$ cat config.mk
export PLATFORM = sky130hd
export DESIGN_NAME = phase_zero_init
export DESIGN_NICKNAME = d
export VERILOG_FILES = /design/src/inc/phase_zero_pkg.sv /design/src/verilog/level_sync.sv /design/src/verilog/phase_zero_init.sv /design/src/verilog/tick_counter.sv
export SDC_FILE = /design/constraint.sdc
export NUM_CORES = 1
export LEC_CHECK = 0
export ABC_AREA = 1
export BUFFER_PORTS_ARGS = -buffer_cell sky130_fd_sc_hd__buf_2
export CORE_MARGIN = 2
export CORE_UTILIZATION = 40
export DETAILED_ROUTE_END_ITERATION = 8
export SYNTH_ARGS = -nofsm -noshare
export SYNTH_HDL_FRONTEND = slang
export SYNTH_SLANG_ARGS = --single-unit
$ cat constraint.sdc
create_clock -name i_clock -period 3.8 [get_ports i_clock]
set_clock_uncertainty 0.05 [all_clocks]
set_input_delay 0.76 -clock i_clock [delete_from_list [all_inputs] [get_ports i_clock]]
set_output_delay 0.76 -clock i_clock [all_outputs]
set_load 0.05 [all_outputs]
$ cat src/inc/phase_zero_pkg.sv
// Constants shared by the phase-zero commutation initialisation block.
package phase_zero_pkg;

    // ------------------------------------------------------------
    // Bus and register map
    // ------------------------------------------------------------
    localparam int          ADDR_W      = 8;
    localparam int          DATA_W      = 32;
    localparam logic [7:0]  OFS_CMD     = 8'h00;
    localparam logic [7:0]  OFS_HOLD    = 8'h04;
    localparam logic [7:0]  OFS_STATUS  = 8'h08;
    localparam logic [7:0]  OFS_DIST    = 8'h0c;
    localparam logic [7:0]  OFS_IRQ_ST  = 8'h10;
    localparam logic [7:0]  OFS_IRQ_MSK = 8'h14;
    localparam logic [7:0]  OFS_VOLT    = 8'h18;

    // ------------------------------------------------------------
    // Field positions
    // ------------------------------------------------------------
    localparam int          CMD_METHOD_LSB = 16;
    localparam int          ST_BUSY        = 0;
    localparam int          ST_INIT        = 1;
    localparam int          ST_TWO_PHASE   = 2;
    localparam int          ST_ERR_LSB     = 8;
    localparam int          IRQ_DONE       = 0;
    localparam int          IRQ_FAIL       = 1;
    localparam int          IRQ_REJECT     = 2;
    localparam int          IRQ_W          = 3;

    // ------------------------------------------------------------
    // Methods, voltage and hold limits, error codes
    // ------------------------------------------------------------
    localparam logic [1:0]  METHOD_PHASE_ZERO = 2'h0;
    // Drive code is volts * 65536 / 20; 4.998 V gives 16377 codes.
    localparam logic signed [15:0] VOLT_MAX   = 16'sh3ff9;
    localparam logic signed [15:0] VOLT_MIN   = -16'sh3ff9;
    localparam logic signed [15:0] VOLT_RST   = 16'sh0000;
    localparam logic [15:0] HOLD_MIN          = 16'h0064;
    localparam logic [15:0] HOLD_MAX          = 16'h7fff;
    localparam logic [14:0] HOLD_RST          = 15'h03e8;
    localparam logic [7:0]  ERR_NONE          = 8'h00;
    localparam logic [7:0]  ERR_NO_MOTION     = 8'h71;
    localparam logic [7:0]  ERR_TIMEOUT       = 8'h72;
    localparam logic [31:0] MOTION_MIN_COUNTS = 32'h0000_0001;
    localparam logic [14:0] SETTLE_SAMPLES    = 15'h0008;

    typedef enum logic [1:0] {
        ST_IDLE   = 2'b00,
        ST_DRIVE  = 2'b01,
        ST_ZERO   = 2'b11,
        ST_FINISH = 2'b10
    } seq_state_t;

endpackage : phase_zero_pkg

$ cat src/verilog/level_sync.sv
// Two-stage synchroniser for a level arriving from a pin.
`timescale 1ns/1ps
module level_sync
(
    // Clock and reset
    input  wire logic i_clock,
    input  wire logic i_sys_rst,
    // Level in and out
    input  wire logic i_level,
    output logic      o_level
);

    logic meta_ff;

    always_ff @(posedge i_clock)
    begin
        if (i_sys_rst)
        begin
            meta_ff <= 1'b0;
            o_level <= 1'b0;
        end
        else
        begin
            meta_ff <= i_level;
            o_level <= meta_ff;
        end
    end

endmodule : level_sync

$ cat src/verilog/phase_zero_init.sv
// Phase-zero commutation initialisation sequencer with APB registers.
// Behaviour
// - On request drive motor to zero magnetic phase, then zero the phase.
// - Drive voltage is signed, clamped to +-4.998 V, 20/65536 V steps.
// - Negative voltage without error ends with servo enabled, positive or any error ends motor off.
// - Hold torque for 100 to 32767 samples, default 1000.
// - A readable distance gives counts from present position to zero.
// - A request is accepted while the motor is off.
// - Error 113 when the voltage produced no motion.
// - Error 114 when the run did not settle within the hold count.
// - With the two-phase option, only phase-zero initialisation is allowed.
`timescale 1ns/1ps
module phase_zero_init
(
    // Clock and reset
    input  wire logic                               i_clock,
    input  wire logic                               i_sys_rst,
    // APB slave
    input  wire logic                               i_psel,
    input  wire logic                               i_penable,
    input  wire logic                               i_pwrite,
    input  wire logic [phase_zero_pkg::ADDR_W-1:0]  i_paddr,
    input  wire logic [phase_zero_pkg::DATA_W-1:0]  i_pwdata,
    output logic      [phase_zero_pkg::DATA_W-1:0]  o_prdata,
    output logic                                    o_pready,
    output logic                                    o_pslverr,
    // Servo side
    input  wire logic                               i_sample_tick,
    input  wire logic [31:0]                        i_position,
    input  wire logic                               i_two_phase_option,
    output logic                                    o_drive_en,
    output logic      [15:0]                        o_drive_voltage,
    output logic                                    o_phase_clear,
    output logic                                    o_servo_enable_cmd,
    output logic                                    o_motor_off_cmd,
    output logic                                    o_other_method_req,
    output logic                                    o_busy,
    output logic                                    o_irq
);
    import phase_zero_pkg::*;

    // ------------------------------------------------------------
    // Declarations
    // ------------------------------------------------------------
    seq_state_t          state_ff;
    logic signed [15:0]  volt_ff;
    logic [14:0]         hold_ff;
    logic [14:0]         hold_cnt;
    logic [14:0]         settle_cnt;
    logic [31:0]         start_pos_ff;
    logic [31:0]         prev_pos_ff;
    logic [31:0]         zero_pos_ff;
    logic [31:0]         distance_ff;
    logic [31:0]         move;
    logic [7:0]          err_ff;
    logic                moved_ff;
    logic                init_ff;
    logic                two_phase;
    logic [IRQ_W-1:0]    irq_st_ff;
    logic [IRQ_W-1:0]    irq_msk_ff;
    logic [IRQ_W-1:0]    irq_set;
    logic                wr_en;
    logic                setup;
    logic                cmd_wr;
    logic [1:0]          method;
    logic                launch;
    logic                reject;
    logic                end_now;
    logic                settled;
    logic                still;
    logic signed [15:0]  wr_volt;
    logic [15:0]         wr_hold;

    level_sync u_two_phase_sync
    (
        .i_clock   (i_clock),
        .i_sys_rst (i_sys_rst),
        .i_level   (i_two_phase_option),
        .o_level   (two_phase)
    );

    // ------------------------------------------------------------
    // APB access
    // ------------------------------------------------------------
    assign setup  = i_psel && !i_penable;
    assign wr_en  = i_psel && i_penable && i_pwrite && o_pready;
    assign cmd_wr = wr_en && (i_paddr == OFS_CMD);
    assign method = i_pwdata[CMD_METHOD_LSB +: 2];
    assign wr_volt = i_pwdata[15:0];
    assign wr_hold = i_pwdata[15:0];

    always_ff @(posedge i_clock)
    begin
        if (i_sys_rst)
        begin
            o_pready  <= 1'b0;
            o_pslverr <= 1'b0;
            o_prdata  <= '0;
        end
        else
        begin
            o_pready  <= setup;
            o_pslverr <= 1'b0;
            o_prdata  <= '0;
            if (setup)
            begin
                unique case (i_paddr)
                    OFS_CMD:     o_prdata <= {30'h0, state_ff};
                    OFS_HOLD:    o_prdata <= {17'h0, hold_ff};
                    OFS_STATUS:  o_prdata <= {16'h0, err_ff, 5'h0, two_phase,
                                              init_ff, o_busy};
                    OFS_DIST:    o_prdata <= distance_ff;
                    OFS_IRQ_ST:  o_prdata <= {29'h0, irq_st_ff};
                    OFS_IRQ_MSK: o_prdata <= {29'h0, irq_msk_ff};
                    OFS_VOLT:    o_prdata <= {{16{volt_ff[15]}}, volt_ff};
                    default:     o_pslverr <= 1'b1;
                endcase
            end
        end
    end

    // ------------------------------------------------------------
    // Settings
    // ------------------------------------------------------------
    always_ff @(posedge i_clock)
    begin
        if (i_sys_rst)
            volt_ff <= VOLT_RST;
        else if (launch)
            volt_ff <= (wr_volt > VOLT_MAX) ? VOLT_MAX :
                       (wr_volt < VOLT_MIN) ? VOLT_MIN : wr_volt;
    end

    always_ff @(posedge i_clock)
    begin
        if (i_sys_rst)
            hold_ff <= HOLD_RST;
        else if (wr_en && (i_paddr == OFS_HOLD))
            hold_ff <= (wr_hold < HOLD_MIN) ? HOLD_MIN[14:0] :
                       (wr_hold > HOLD_MAX) ? HOLD_MAX[14:0] : wr_hold[14:0];
    end

    // ------------------------------------------------------------
    // Request acceptance
    // ------------------------------------------------------------
    // motor-off accepted
    // A request is taken in any motor state; only a running sequence blocks it.
    // busy refuses requests
    assign launch = cmd_wr && (method == METHOD_PHASE_ZERO) && (state_ff == ST_IDLE);
    assign reject = cmd_wr && (((method == METHOD_PHASE_ZERO) && (state_ff != ST_IDLE))
                    || ((method != METHOD_PHASE_ZERO) && two_phase));

    always_ff @(posedge i_clock)
    begin
        if (i_sys_rst)
            o_other_method_req <= 1'b0;
        else
            o_other_method_req <= cmd_wr && (method != METHOD_PHASE_ZERO) && !two_phase;
    end

    // ------------------------------------------------------------
    // Sample counting
    // ------------------------------------------------------------
    assign still   = (i_position == prev_pos_ff);
    assign settled = (settle_cnt >= SETTLE_SAMPLES);
    assign end_now = (state_ff == ST_DRIVE) && i_sample_tick
                     && (hold_cnt >= (hold_ff - 15'h0001));
    assign move    = i_position - start_pos_ff;

    tick_counter #(.WIDTH(15)) u_hold_cnt
    (
        .i_clock   (i_clock),
        .i_sys_rst (i_sys_rst),
        .i_clear   (state_ff != ST_DRIVE),
        .i_tick    (i_sample_tick),
        .o_count   (hold_cnt)
    );

    tick_counter #(.WIDTH(15)) u_settle_cnt
    (
        .i_clock   (i_clock),
        .i_sys_rst (i_sys_rst),
        .i_clear   ((state_ff != ST_DRIVE) || (i_sample_tick && !still)),
        .i_tick    (i_sample_tick),
        .o_count   (settle_cnt)
    );

    always_ff @(posedge i_clock)
    begin
        if (i_sys_rst)
            prev_pos_ff <= '0;
        else if (i_sample_tick || launch)
            prev_pos_ff <= i_position;
    end

    always_ff @(posedge i_clock)
    begin
        if (i_sys_rst)
            start_pos_ff <= '0;
        else if (launch)
            start_pos_ff <= i_position;
    end

    always_ff @(posedge i_clock)
    begin
        if (i_sys_rst || launch)
            moved_ff <= 1'b0;
        else if ((state_ff == ST_DRIVE) && !move[31] && (move >= MOTION_MIN_COUNTS))
            moved_ff <= 1'b1;
        else if ((state_ff == ST_DRIVE) && move[31] && ((-move) >= MOTION_MIN_COUNTS))
            moved_ff <= 1'b1;
    end

    // ------------------------------------------------------------
    // Sequencer
    // ------------------------------------------------------------
    always_ff @(posedge i_clock)
    begin
        if (i_sys_rst)
            state_ff <= ST_IDLE;
        else
        begin
            unique case (state_ff)
                ST_IDLE:
                    if (launch)
                        state_ff <= ST_DRIVE;
                ST_DRIVE:
                    if (end_now)
                        state_ff <= (moved_ff && settled) ? ST_ZERO : ST_FINISH;
                ST_ZERO:
                    state_ff <= ST_FINISH;
                ST_FINISH:
                    state_ff <= ST_IDLE;
            endcase
        end
    end

    always_ff @(posedge i_clock)
    begin
        if (i_sys_rst || launch)
            err_ff <= ERR_NONE;
        else if (end_now && !moved_ff)
            err_ff <= ERR_NO_MOTION;
        else if (end_now && !settled)
            err_ff <= ERR_TIMEOUT;
    end

    always_ff @(posedge i_clock)
    begin
        if (i_sys_rst)
            o_busy <= 1'b0;
        else
            o_busy <= (state_ff == ST_IDLE) ? launch : (state_ff != ST_FINISH);
    end

    always_ff @(posedge i_clock)
    begin
        if (i_sys_rst)
        begin
            o_drive_en      <= 1'b0;
            o_drive_voltage <= '0;
        end
        else if (launch)
        begin
            o_drive_en      <= 1'b1;
            o_drive_voltage <= (wr_volt > VOLT_MAX) ? VOLT_MAX :
                               (wr_volt < VOLT_MIN) ? VOLT_MIN : wr_volt;
        end
        else if (end_now)
        begin
            o_drive_en      <= 1'b0;
            o_drive_voltage <= '0;
        end
    end

    always_ff @(posedge i_clock)
    begin
        if (i_sys_rst)
        begin
            zero_pos_ff   <= '0;
            init_ff       <= 1'b0;
            o_phase_clear <= 1'b0;
        end
        else
        begin
            o_phase_clear <= (state_ff == ST_ZERO);
            if (state_ff == ST_ZERO)
            begin
                zero_pos_ff <= i_position;
                init_ff     <= 1'b1;
            end
            else if (launch)
                init_ff     <= 1'b0;
        end
    end

    always_ff @(posedge i_clock)
    begin
        if (i_sys_rst)
            distance_ff <= '0;
        else
            distance_ff <= i_position - zero_pos_ff;
    end

    always_ff @(posedge i_clock)
    begin
        if (i_sys_rst)
        begin
            o_servo_enable_cmd <= 1'b0;
            o_motor_off_cmd    <= 1'b0;
        end
        else
        begin
            o_servo_enable_cmd <= (state_ff == ST_FINISH) && (err_ff == ERR_NONE)
                                  && volt_ff[15];
            o_motor_off_cmd    <= (state_ff == ST_FINISH)
                                  && ((err_ff != ERR_NONE) || !volt_ff[15]);
        end
    end

    // ------------------------------------------------------------
    // Interrupts
    // ------------------------------------------------------------
    assign irq_set[IRQ_DONE]   = (state_ff == ST_FINISH) && (err_ff == ERR_NONE);
    assign irq_set[IRQ_FAIL]   = (state_ff == ST_FINISH) && (err_ff != ERR_NONE);
    assign irq_set[IRQ_REJECT] = reject;

    always_ff @(posedge i_clock)
    begin
        if (i_sys_rst)
            irq_st_ff <= '0;
        else if (wr_en && (i_paddr == OFS_IRQ_ST))
            irq_st_ff <= (irq_st_ff & ~i_pwdata[IRQ_W-1:0]) | irq_set;
        else
            irq_st_ff <= irq_st_ff | irq_set;
    end

    always_ff @(posedge i_clock)
    begin
        if (i_sys_rst)
            irq_msk_ff <= '0;
        else if (wr_en && (i_paddr == OFS_IRQ_MSK))
            irq_msk_ff <= i_pwdata[IRQ_W-1:0];
    end

    always_ff @(posedge i_clock)
    begin
        if (i_sys_rst)
            o_irq <= 1'b0;
        else
            o_irq <= |(irq_st_ff & irq_msk_ff);
    end
endmodule : phase_zero_init

$ cat src/verilog/tick_counter.sv
// Saturating counter of servo sample ticks with a clear that wins.
`timescale 1ns/1ps
module tick_counter
#(
    parameter int WIDTH = 15
)
(
    // Clock and reset
    input  wire logic             i_clock,
    input  wire logic             i_sys_rst,
    // Control
    input  wire logic             i_clear,
    input  wire logic             i_tick,
    // Count
    output logic [WIDTH-1:0]      o_count
);

    // A one-bit counter cannot both count and saturate.
    if (WIDTH < 2)
    begin : g_width_check
        $error("tick_counter width too small");
    end

    always_ff @(posedge i_clock)
    begin
        if (i_sys_rst || i_clear)
            o_count <= '0;
        else if (i_tick && (o_count != {WIDTH{1'b1}}))
            o_count <= o_count + 1'b1;
    end

endmodule : tick_counter
Word level (Yosys, flattened, before mapping)
Index checks and enable logic that the tools add are counted.
{ "word_totals": {"memories": 0, "out_inout_bits": 57, "ff_bits": 263, "latch_bits": 0, "word_cells": 147, "in_bits": 79, "mem_bits_rw": 0, "mem_bits_ro": 0} }
{ "classes": {"n_addsub": 6, "div": 0, "magnitude_cmp": 8, "eq_ne": 16, "shifts": 0, "multipliers": 0, "n_bitwise": 6, "n_mux": 22, "n_reduce_logical": 61} }
{ "op_table": {"columns": ["cell", "n"], "rows": [
  ["case mux 32 bit (7 select lines)", 1],
  ["greater-or-equal comparator 32 x 1 -> 1 bit (second input constant)", 2],
  ["2-to-1 mux 16 bit", 4],
  ["subtractor 32 bit", 2],
  ["equality test 32 bit", 1],
  ["greater-than comparator 16 x 15 -> 1 bit (second input constant)", 2],
  ["negation 32 bit", 1],
  ["logical AND 1 bit", 31],
  ["adder 15 x 1 -> 15 bit (second input constant)", 2],
  ["2-to-1 mux 15 bit", 2],
  ["!= test 15 bit (second input constant)", 2],
  ["equality test 8 x 5 -> 1 bit (second input constant)", 3],
  ["equality test 8 x 4 -> 1 bit (second input constant)", 2],
  ["zero test 8 bit", 2],
  ["less-than comparator 16 x 15 -> 1 bit (second input constant)", 1],
  ["less-than comparator 16 x 7 -> 1 bit (second input constant)", 1],
  ["greater-or-equal comparator 15 bit", 1],
  ["greater-or-equal comparator 15 x 4 -> 1 bit (second input constant)", 1],
  ["subtractor 15 x 1 -> 15 bit (second input constant)", 1],
  ["2-to-1 mux 7 bit", 2],
  ["nonzero test 2 bit", 6],
  ["2-to-1 mux 1 bit", 9],
  ["equality test 8 x 3 -> 1 bit (second input constant)", 1],
  ["case mux 2 bit (4 select lines)", 1],
  ["other kinds (18)", 38]
]} }

Longest topological paths before layout
Gate-level depths: netlist (run 1).
{ "logic_depth": {"ltp_word": 8, "depth_mapped": 22, "depth_no_buf": 21} }

Modules after synthesis
A second synthesis (run 1) with hierarchy kept.
{ "unflattened": {"hier_cells": 2225, "hier_area_um2": 15137.0} }
{ "by_module_without_submodules": {"columns": ["mod", "area_each_um2", "cells_per_inst", "seq_area_each_um2", "instances"], "rows": [
  ["phase_zero_init", 13351.6, 1946, 4584.4, 1],
  ["tick_counter (u_hold_cnt)", 907.1, 141, 300.3, 1],
  ["tick_counter (u_settle_cnt)", 823.3, 132, 300.3, 1],
  ["level_sync", 55.1, 6, 40.0, 1]
]} }

Least setup slack after synthesis (run 1)
Ideal clock, no wire load.
{ "synth_timing": {"path_kind": "register -> register", "startpoint": "reg hold_ff[0]", "endpoint": "reg o_drive_voltage[14]", "path_slack_ns": 0.502, "stages_incl_launch_ff": 23, "t_arrival_ns": 3.130, "t_required_ns": 3.633, "n_path_buf": 1, "period_less_slack_ns": 3.298, "setup_time_ns": 0.117, "path_cell_list": "dfxtp_1 -> inv_1 -> ha_1 -> nand2_1 -> nor3_2 -> nand3_1 -> nor2_1 -> nand2_1 -> nor3_2 -> nor3b_1 -> xnor2_1 -> ha_1 -> nand2_1 -> inv_1 -> nand2_1 -> or4_1 -> nand3_1 -> nand2_1 -> inv_1 -> nand2_2 -> buf_2 -> nand3_1 -> nand2_1"} }
{ "synth_via": {"elab_chain_len": 4} }
{ "synth_rtl": {"columns": ["element", "line_no", "source"], "rows": [
  ["start: declaration", "phase_zero_init.sv:47", "logic [14:0] hold_ff;"],
  ["start signal: assignment", "phase_zero_init.sv:139", "hold_ff <= (wr_hold < HOLD_MIN) ? HOLD_MIN[14:0] :"],
  ["subtractor 15 x 1 -> 15 bit", "phase_zero_init.sv:167", "&& (hold_cnt >= (hold_ff - 15'h0001));"],
  ["greater-or-equal comparator 15 bit", "phase_zero_init.sv:167", null],
  ["logical AND 1 bit", "phase_zero_init.sv:167", null],
  ["nonzero test 2 bit (no line)", null, null],
  ["end signal: assignment", "phase_zero_init.sv:266", "o_drive_voltage <= (wr_volt > VOLT_MAX) ? VOLT_MAX :"],
  ["end: declaration", "phase_zero_init.sv:32", "output logic [15:0] o_drive_voltage,"]
]} }
Every way passes these cells.
A chain may end at the register's enable or synchronous reset.

Final worst setup path (run 1)
{ "layout_timing": {"startpoint": "reg hold_ff[1]", "endpoint": "reg o_drive_voltage[9]"} }
Same word-level chain as after synthesis.

==> flow_summary.json, run 1 <==
{
  "endpoint_kind": "flop",
  "die_h_microns": 195,
  "cts-root-buf": "clkbuf_16",
  "maxSlewViolCount": 0,
  "whs_path_depth": 3,
  "grt_max_degree": 95,
  "peakVddDrop_mv": 0.383,
  "coreArea_sq_um": 36300,
  "clk_path_buf_depth": 3,
  "drc": 0,
  "arrival_ns": 4.06,
  "grt_use_total_pct": 22.6,
  "finalHoldViolations": 0,
  "grt_pass1_vias": 13300,
  "rrSetupSlack_ns": 0.16,
  "hp-start": "i_two_phase_option",
  "io_pins": 136,
  "cts.clk_slew.worst_paths_ns": 0.06,
  "mostFrequentLayoutCell": "nand2_1",
  "period_share_pct": 95.7,
  "syn_nets": 2315,
  "final_core_util_pct": 46.1,
  "final_cell_mix": "nand2_1, inv_1, dfxtp_1, a21oi_1, nor2_1",
  "combPwrFrac_pct": 10.8,
  "avgSynthCellArea_sq_um": 6.80,
  "synthDistinctLibCells": 55,
  "status": "finished, final reports clean",
  "p_leak_uw": 0.00751,
  "seqPwrFrac_pct": 43.1,
  "final_cells": 2759,
  "p_clk_share_pct": 46.1,
  "placedInstanceArea_sq_um": 15700,
  "fin_area_sq_um": 16700,
  "async_flop_share_pct": 0,
  "htree_levels": 1,
  "grt-ovfl-total": 0,
  "cap_violations": 0,
  "worstPathRequired_ns": 4.22,
  "area_growth_pct": 14.4,
  "dieArea_sq_um": 38100,
  "synthesis.area_sq_um": 14600,
  "synth-seq-area-share_pct": 35.7,
  "num_vias": 14200,
  "postCtsHoldBufs": 0,
  "syn_inst": 2152,
  "gp_congestion": 0.894,
  "hold_end": "u_two_phase_sync.meta_ff$_SDFF_PP0_",
  "rows": 70,
  "critPathKind": "flop to flop",
  "ys.flop_type": "dfxtp_1",
  "post-route-min-period_ns": 3.64,
  "dp_cells": 2701,
  "power-per-cell-area_nw_per_um2": 390,
  "port_buffers": 121,
  "fin_nets": 2430,
  "holdCritPathClass": "input port to flop",
  "dr.pass1.iters": 5,
  "synth_edf_count": 0,
  "grt_pass1_wl_mm": 69.3,
  "regToRegStartpoint": "hold_ff[1]$_SDFFE_PP0P_",
  "rsz0062_at_grt": "true",
  "max_slew_margin_pct": 33.2,
  "ant_nets": 0,
  "die_w_microns": 195,
  "ys_seq_elements": 261,
  "start_util_pct": 40.3,
  "first_iter_violations": 799,
  "via_per_inst": 5.14,
  "p_sw_uw": 1700,
  "clkLatencyLatePin_ns": 0.58,
  "yosysTopAreaCell": "dfxtp_1",
  "dp_hpwl_mm": 33.9,
  "rr_endpoint": "o_drive_voltage[9]$_SDFFE_PP0P_",
  "p_int_uw": 4820,
  "wl_mm": 43.9,
  "cts_buffers": 30,
  "avgRoutedWirePerCell_microns": 15.9,
  "synth_top_area_share_pct": 35.7,
  "max_freq_mhz": 275,
  "finalSetupTns_ns": 0,
  "ff2ff_path_depth": 21,
  "crit_path_start_kind": "flop",
  "setup_viol": 0,
  "path_max_fanout": 8,
  "yosysWarnings": 0,
  "antenna_found_initial": 3,
  "drive_above_1_share_pct": 10.5,
  "yosys-top-cells-area": "dfxtp_1, nand2_1, inv_1",
  "cts_tree": "done",
  "switching_share_pct": 26.1,
  "pre_cts_slack_ns": 0.101,
  "tightest_slew_ns": 0.992,
  "setup_slack_ns": 0.163,
  "clkSinkCount": 261
}
## worst max path at each step
stage / start / endpoint / slack [ns] / cells past startpoint
floorplan: hold_ff[0]$_SDFFE_PP0P_ / o_drive_voltage[14]$_SDFFE_PP0P_ / 0.50 / 22
global placement: hold_ff[1]$_SDFFE_PP0P_ / o_drive_voltage[1]$_SDFFE_PP0P_ / 0.16 / 21
detailed placement: hold_ff[1]$_SDFFE_PP0P_ / o_drive_voltage[12]$_SDFFE_PP0P_ / 0.10 / 21
CTS: hold_ff[1]$_SDFFE_PP0P_ / o_drive_voltage[2]$_SDFFE_PP0P_ / 0.08 / 21
global route: hold_ff[1]$_SDFFE_PP0P_ / o_drive_voltage[13]$_SDFFE_PP0P_ / -0.06 / 21
finish: hold_ff[1]$_SDFFE_PP0P_ / o_drive_voltage[9]$_SDFFE_PP0P_ / 0.16 / 21
## critical path, stage by stage, from the launching register on
cell and delay, ns:
dfxtp_1 0.32, inv_1 0.08, ha_1 0.18, nand2_1 0.10
nor3_2 0.21, nand3_2 0.11, nor2_1 0.10, nand2_1 0.09
nor3_2 0.18, nor3b_2 0.25, xnor2_1 0.09, ha_1 0.29
nand2_1 0.09, inv_1 0.06, nand2_1 0.04, or4_1 0.51
nand3_1 0.08, nand2_1 0.14, inv_2 0.18, nand2_2 0.18
nand3_1 0.14, nand2_1 0.06
## Yosys cell counts (3+ instances only)
master / n
nand2_1: 494
inv_1: 327
dfxtp_1: 261
a21oi_1: 204
nor2_1: 182
o21ai_0: 167
nand3_1: 100
ha_1: 82
nand4_1: 30
nor3_1: 28
clkbuf_1: 26
o22ai_1: 25
xnor2_1: 25
a31oi_1: 19
buf_2: 19
xor2_1: 17
inv_2: 13
nor4_1: 13
o21a_1: 13
or2_2: 11
a221oi_1: 8
o211ai_1: 6
o21ai_2: 6
a211oi_1: 5
nand3b_1: 5
nor2_2: 5
nor2_4: 4
nor3_2: 4
nor3b_1: 4
o21ai_1: 4
o21bai_1: 4
buf_4: 3
clkinv_1: 3
o2111ai_1: 3
o221ai_1: 3
## area by class of cell
type | instances | area [sq um]
flip-flops and latches | 261 | 5230
repair buffers | 133 | 696
multi-input cells | 1498 | 7910
diodes | 2 | 5.00
clock buffers | 38 | 821
fillers | 3712 | 19600
clock inverters | 16 | 218
well taps | 468 | 586
inverters | 343 | 1290
## flip-flops by register name, indices dropped and copies added (netlist names), 2 cells and up
name	flops
o_drive_voltage	16
prev_pos_ff	32
u_hold_cnt.o_count	15
u_settle_cnt.o_count	15
err_ff	3
zero_pos_ff	32
start_pos_ff	32
hold_ff	15
o_prdata	32
state_ff	2
distance_ff	32
irq_st_ff	3
volt_ff	16
irq_msk_ff	3
## stage by stage
step	hold WS (ns)	power, uW
floorplan	0.338	3340
global placement	0.350	3560
detailed placement	0.357	3570
CTS	0.310	6590
global route	0.340	6780
finish	0.332	6530
## power by group through the flow
| stage | Clock [uW] | Combinational (uW) | Sequential [uW] |
|---|---|---|---|
| 6_report | 3010 | 703 | 2810 |
| 5_1_grt | 3170 | 798 | 2820 |
| 4_1_cts | 3080 | 700 | 2810 |
| 3_5_place_dp | 0 | 696 | 2870 |
| 3_3_place_gp | 0 | 691 | 2870 |
| 2_1_floorplan | 0 | 471 | 2870 |
## cell families (layout without fill, tap and decap cells)
group / Yosys count / count (layout) / share of synthesized area (%)
AND/OR/NAND/NOR: 888 / 889 / 25.7
AO/OA/AOI/OAI: 483 / 483 / 18.3
XOR/XNOR: 42 / 42 / 2.51
other: 0 / 2 / 0
buffers and inverters: 394 / 530 / 10.4
flip-flops: 261 / 261 / 35.7
adder cells (fa/ha/maj): 84 / 84 / 7.28
## layer usage
metal  vias up  part of all wire (%)  global-route usage, %
li1       7284                     -                      -
met1      6433                    46                   29.8
met2       400                    45                   38.2
met3        78                   5.7                   3.14
met4         0                   3.2                   7.29
met5         -                     0                      0
## timing repair
| item | CTS | global route |
|---|---|---|
| setup buffers | 0 | 1 |
| resized for setup | 0 | 5 |
| setup endpoints to repair | 0 | 18 |
(Power assumes the default switching activity.)
==> run 2, diff against run 1 <==
--- a/config.mk
+++ b/config.mk
@@ -7,9 +7,12 @@
 export LEC_CHECK = 0
 export ABC_AREA = 1
 export BUFFER_PORTS_ARGS = -buffer_cell sky130_fd_sc_hd__buf_2
+export CELL_PAD_IN_SITES_DETAIL_PLACEMENT = 1
+export CELL_PAD_IN_SITES_GLOBAL_PLACEMENT = 2
 export CORE_MARGIN = 2
-export CORE_UTILIZATION = 40
+export CORE_UTILIZATION = 34
 export DETAILED_ROUTE_END_ITERATION = 8
+export PLACE_DENSITY_LB_ADDON = 0.1
 export SYNTH_ARGS = -nofsm -noshare
 export SYNTH_HDL_FRONTEND = slang
 export SYNTH_SLANG_ARGS = --single-unit
==> run 2 against run 1 <==
Compared with the run above:
- sequential share of layout area down 0.61 points
- highest routed layer unchanged
- register-to-register slack gained 0.04 ns
- global-route usage up 0.27 points
- non-clock buffer count rose by 13
- largest cell class unchanged
- sequential cell count is the same
- cell count increased by 3.4%
- final area increased by 2.0%
- sequential power about the same
==> flow_summary.json, run 2 (same netlist as run 1, synthesis figures left out) <==
{
  "port_buffers": 121,
  "worst-path-buf-inv": 3,
  "p_leak_uw": 0.00762,
  "worstPathRequired_ns": 4.23,
  "p_clk_share_pct": 48.2,
  "p_sw_uw": 1760,
  "finalHoldViolations": 0,
  "via_per_inst": 5.05,
  "rsz0062_at_grt": "true",
  "grt_use_total_pct": 22.9,
  "dieArea_sq_um": 44700,
  "clk_path_buf_depth": 3,
  "postCtsHoldBufs": 0,
  "cts_buffers": 31,
  "status": "finished, final reports clean",
  "path_max_fanout": 8,
  "path_cells": "inv_2 -> ha_2 -> nand2_1 -> nor3_2 -> nand3_1 -> nor2_1 -> nand2_1 -> nor3_2 -> nor3b_2 -> xnor2_1 -> ha_1 -> nand2_1 -> inv_1 -> nand2_1 -> or4_1 -> nand3_1 -> nand2_2 -> clkinv_4 -> nand2_4 -> nand3_1 -> nand2_1",
  "max_freq_mhz": 278,
  "tightest_slew_ns": 1.09,
  "first_iter_violations": 579,
  "coreArea_sq_um": 42800,
  "rows": 76,
  "max_stage_delay_ns": 0.54,
  "maxSlewViolCount": 0,
  "grt-ovfl-total": 0,
  "ant_nets": 0,
  "critPathMostFrequentCell": "nand2_1",
  "p_int_uw": 5100,
  "placedInstanceArea_sq_um": 15900,
  "grt_max_degree": 96,
  "peakVddDrop_mv": 0.374,
  "period_share_pct": 94.8,
  "cts.clk_slew.worst_paths_ns": 0.06,
  "start_util_pct": 34.2,
  "drive_above_1_share_pct": 11.4,
  "final_core_util_pct": 39.9,
  "num_vias": 14400,
  "crit_path_top_delay_cell": "or4_1",
  "mostFrequentLayoutCell": "nand2_1",
  "arrival_ns": 4.03,
  "gp_congestion": 0.871,
  "post-route-min-period_ns": 3.60,
  "crit_path_start_kind": "flop",
  "switching_share_pct": 25.7,
  "endpoint_kind": "flop",
  "seqPwrFrac_pct": 41.0,
  "diodes": 0,
  "htree_levels": 1,
  "dr.pass1.iters": 5,
  "die_h_microns": 211,
  "drc": 0,
  "holdCritPathClass": "input port to flop",
  "cts_tree": "done",
  "power-per-cell-area_nw_per_um2": 402,
  "grt_pass1_wl_mm": 80.8,
  "area_growth_pct": 16.7,
  "avgRoutedWirePerCell_microns": 18.0,
  "max_slew_margin_pct": 27.1,
  "wl_mm": 51.2,
  "whs_ns": 0.336,
  "combPwrFrac_pct": 10.7,
  "grt_pass1_vias": 14600,
  "path_delay_family": "simple AND/OR/NAND/NOR gates",
  "cts-root-buf": "clkbuf_16",
  "dp_hpwl_mm": 40.7,
  "antenna_found_initial": 0,
  "fin_area_sq_um": 17100,
  "cap_violations": 0,
  "clkSinkCount": 261,
  "io_pins": 136,
  "clkLatencyLatePin_ns": 0.59,
  "setup_viol": 0,
  "final_cell_mix": "nand2_1, inv_1, dfxtp_1, a21oi_1, nor2_1",
  "critPathKind": "flop to flop",
  "fin_nets": 2444,
  "die_w_microns": 211
}
## run 2: cell types whose count changed in the layout (fill, tap and decap cells not counted), sizes merged
cell,previous run,this run
bufinv,4,6
clkinv,10,8
clkbuf,38,43
clkinvlp,2,3
buf,133,146
inv,343,341
diode,2,0
## run 2: worst paths after layout
| check | slack, ns | startpoint | end | cells after the start |
|---|---|---|---|---|
| hold / removal | 0.34 | i_two_phase_option | u_two_phase_sync.meta_ff$_SDFF_PP0_ | 3 |
| hold reg to reg | 0.36 | u_two_phase_sync.meta_ff$_SDFF_PP0_ | u_two_phase_sync.o_level$_SDFF_PP0_ | 2 |
| setup / recovery | 0.20 | hold_ff[1]$_SDFFE_PP0P_ | o_drive_voltage[6]$_SDFFE_PP0P_ | 21 |
| setup reg to reg | 0.20 | hold_ff[1]$_SDFFE_PP0P_ | o_drive_voltage[6]$_SDFFE_PP0P_ | 21 |
## run 2: worst reg2reg max path: cells and delay by family, from the launching register on
| family | cells | cell delay, ns |
|---|---|---|
| xor+xnor | 1 | 0.09 |
| fa+ha+maj | 2 | 0.47 |
| buf+inv | 3 | 0.26 |
| flops | 1 | 0.33 |
| simple gates | 15 | 2.32 |
## run 2: cell type report
cell class / instances / area, sq um
Inverter: 343 / 1290
Timing Repair Buffer: 146 / 806
Fill cell: 5498 / 25700
Clock inverter: 15 / 236
Sequential cell: 261 / 5230
Multi-Input combinational cell: 1498 / 7930
Clock buffer: 43 / 911
Tap cell: 546 / 683
## run 2: metrics by stage
step	power (uW)	setup TNS, ns	cells	worst slack, ns
6_report	6860	0	2852	0.199
5_1_grt	7150	-0.959	2852	-0.0722
4_1_cts	6940	0	2850	0.0947
3_5_place_dp	3610	-0.00799	2792	-0.00799
3_3_place_gp	3600	0	2792	0.166
2_1_floorplan	3340	0	2152	0.502
## run 2: metal layers
| metal | up-vias | share of wire (%) | global-route usage (%) |
|---|---|---|---|
| met1 | 6835 | 46 | 29.0 |
| met5 | - | 0 | 0 |
| met2 | 184 | 49 | 41.1 |
| met4 | 0 | 2.8 | 6.19 |
| li1 | 7310 | - | - |
| met3 | 71 | 2.7 | 2.39 |
## run 2: power groups by stage
stage,registers [uW],clock network [uW],logic [uW]
2_1_floorplan,2870,0,471
3_3_place_gp,2870,0,729
3_5_place_dp,2870,0,742
4_1_cts,2810,3380,746
5_1_grt,2820,3490,842
6_report,2810,3310,737
## run 2: what timing repair did
item | 4_1_cts | 5_1_grt
pin swaps | 0 | 5
buffers inserted | 0 | 1
setup endpoints to repair | 9 | 20
endpoints found under the hold margin | 0 | 0
gates resized for setup | 1 | 11
cloned | 0 | 1
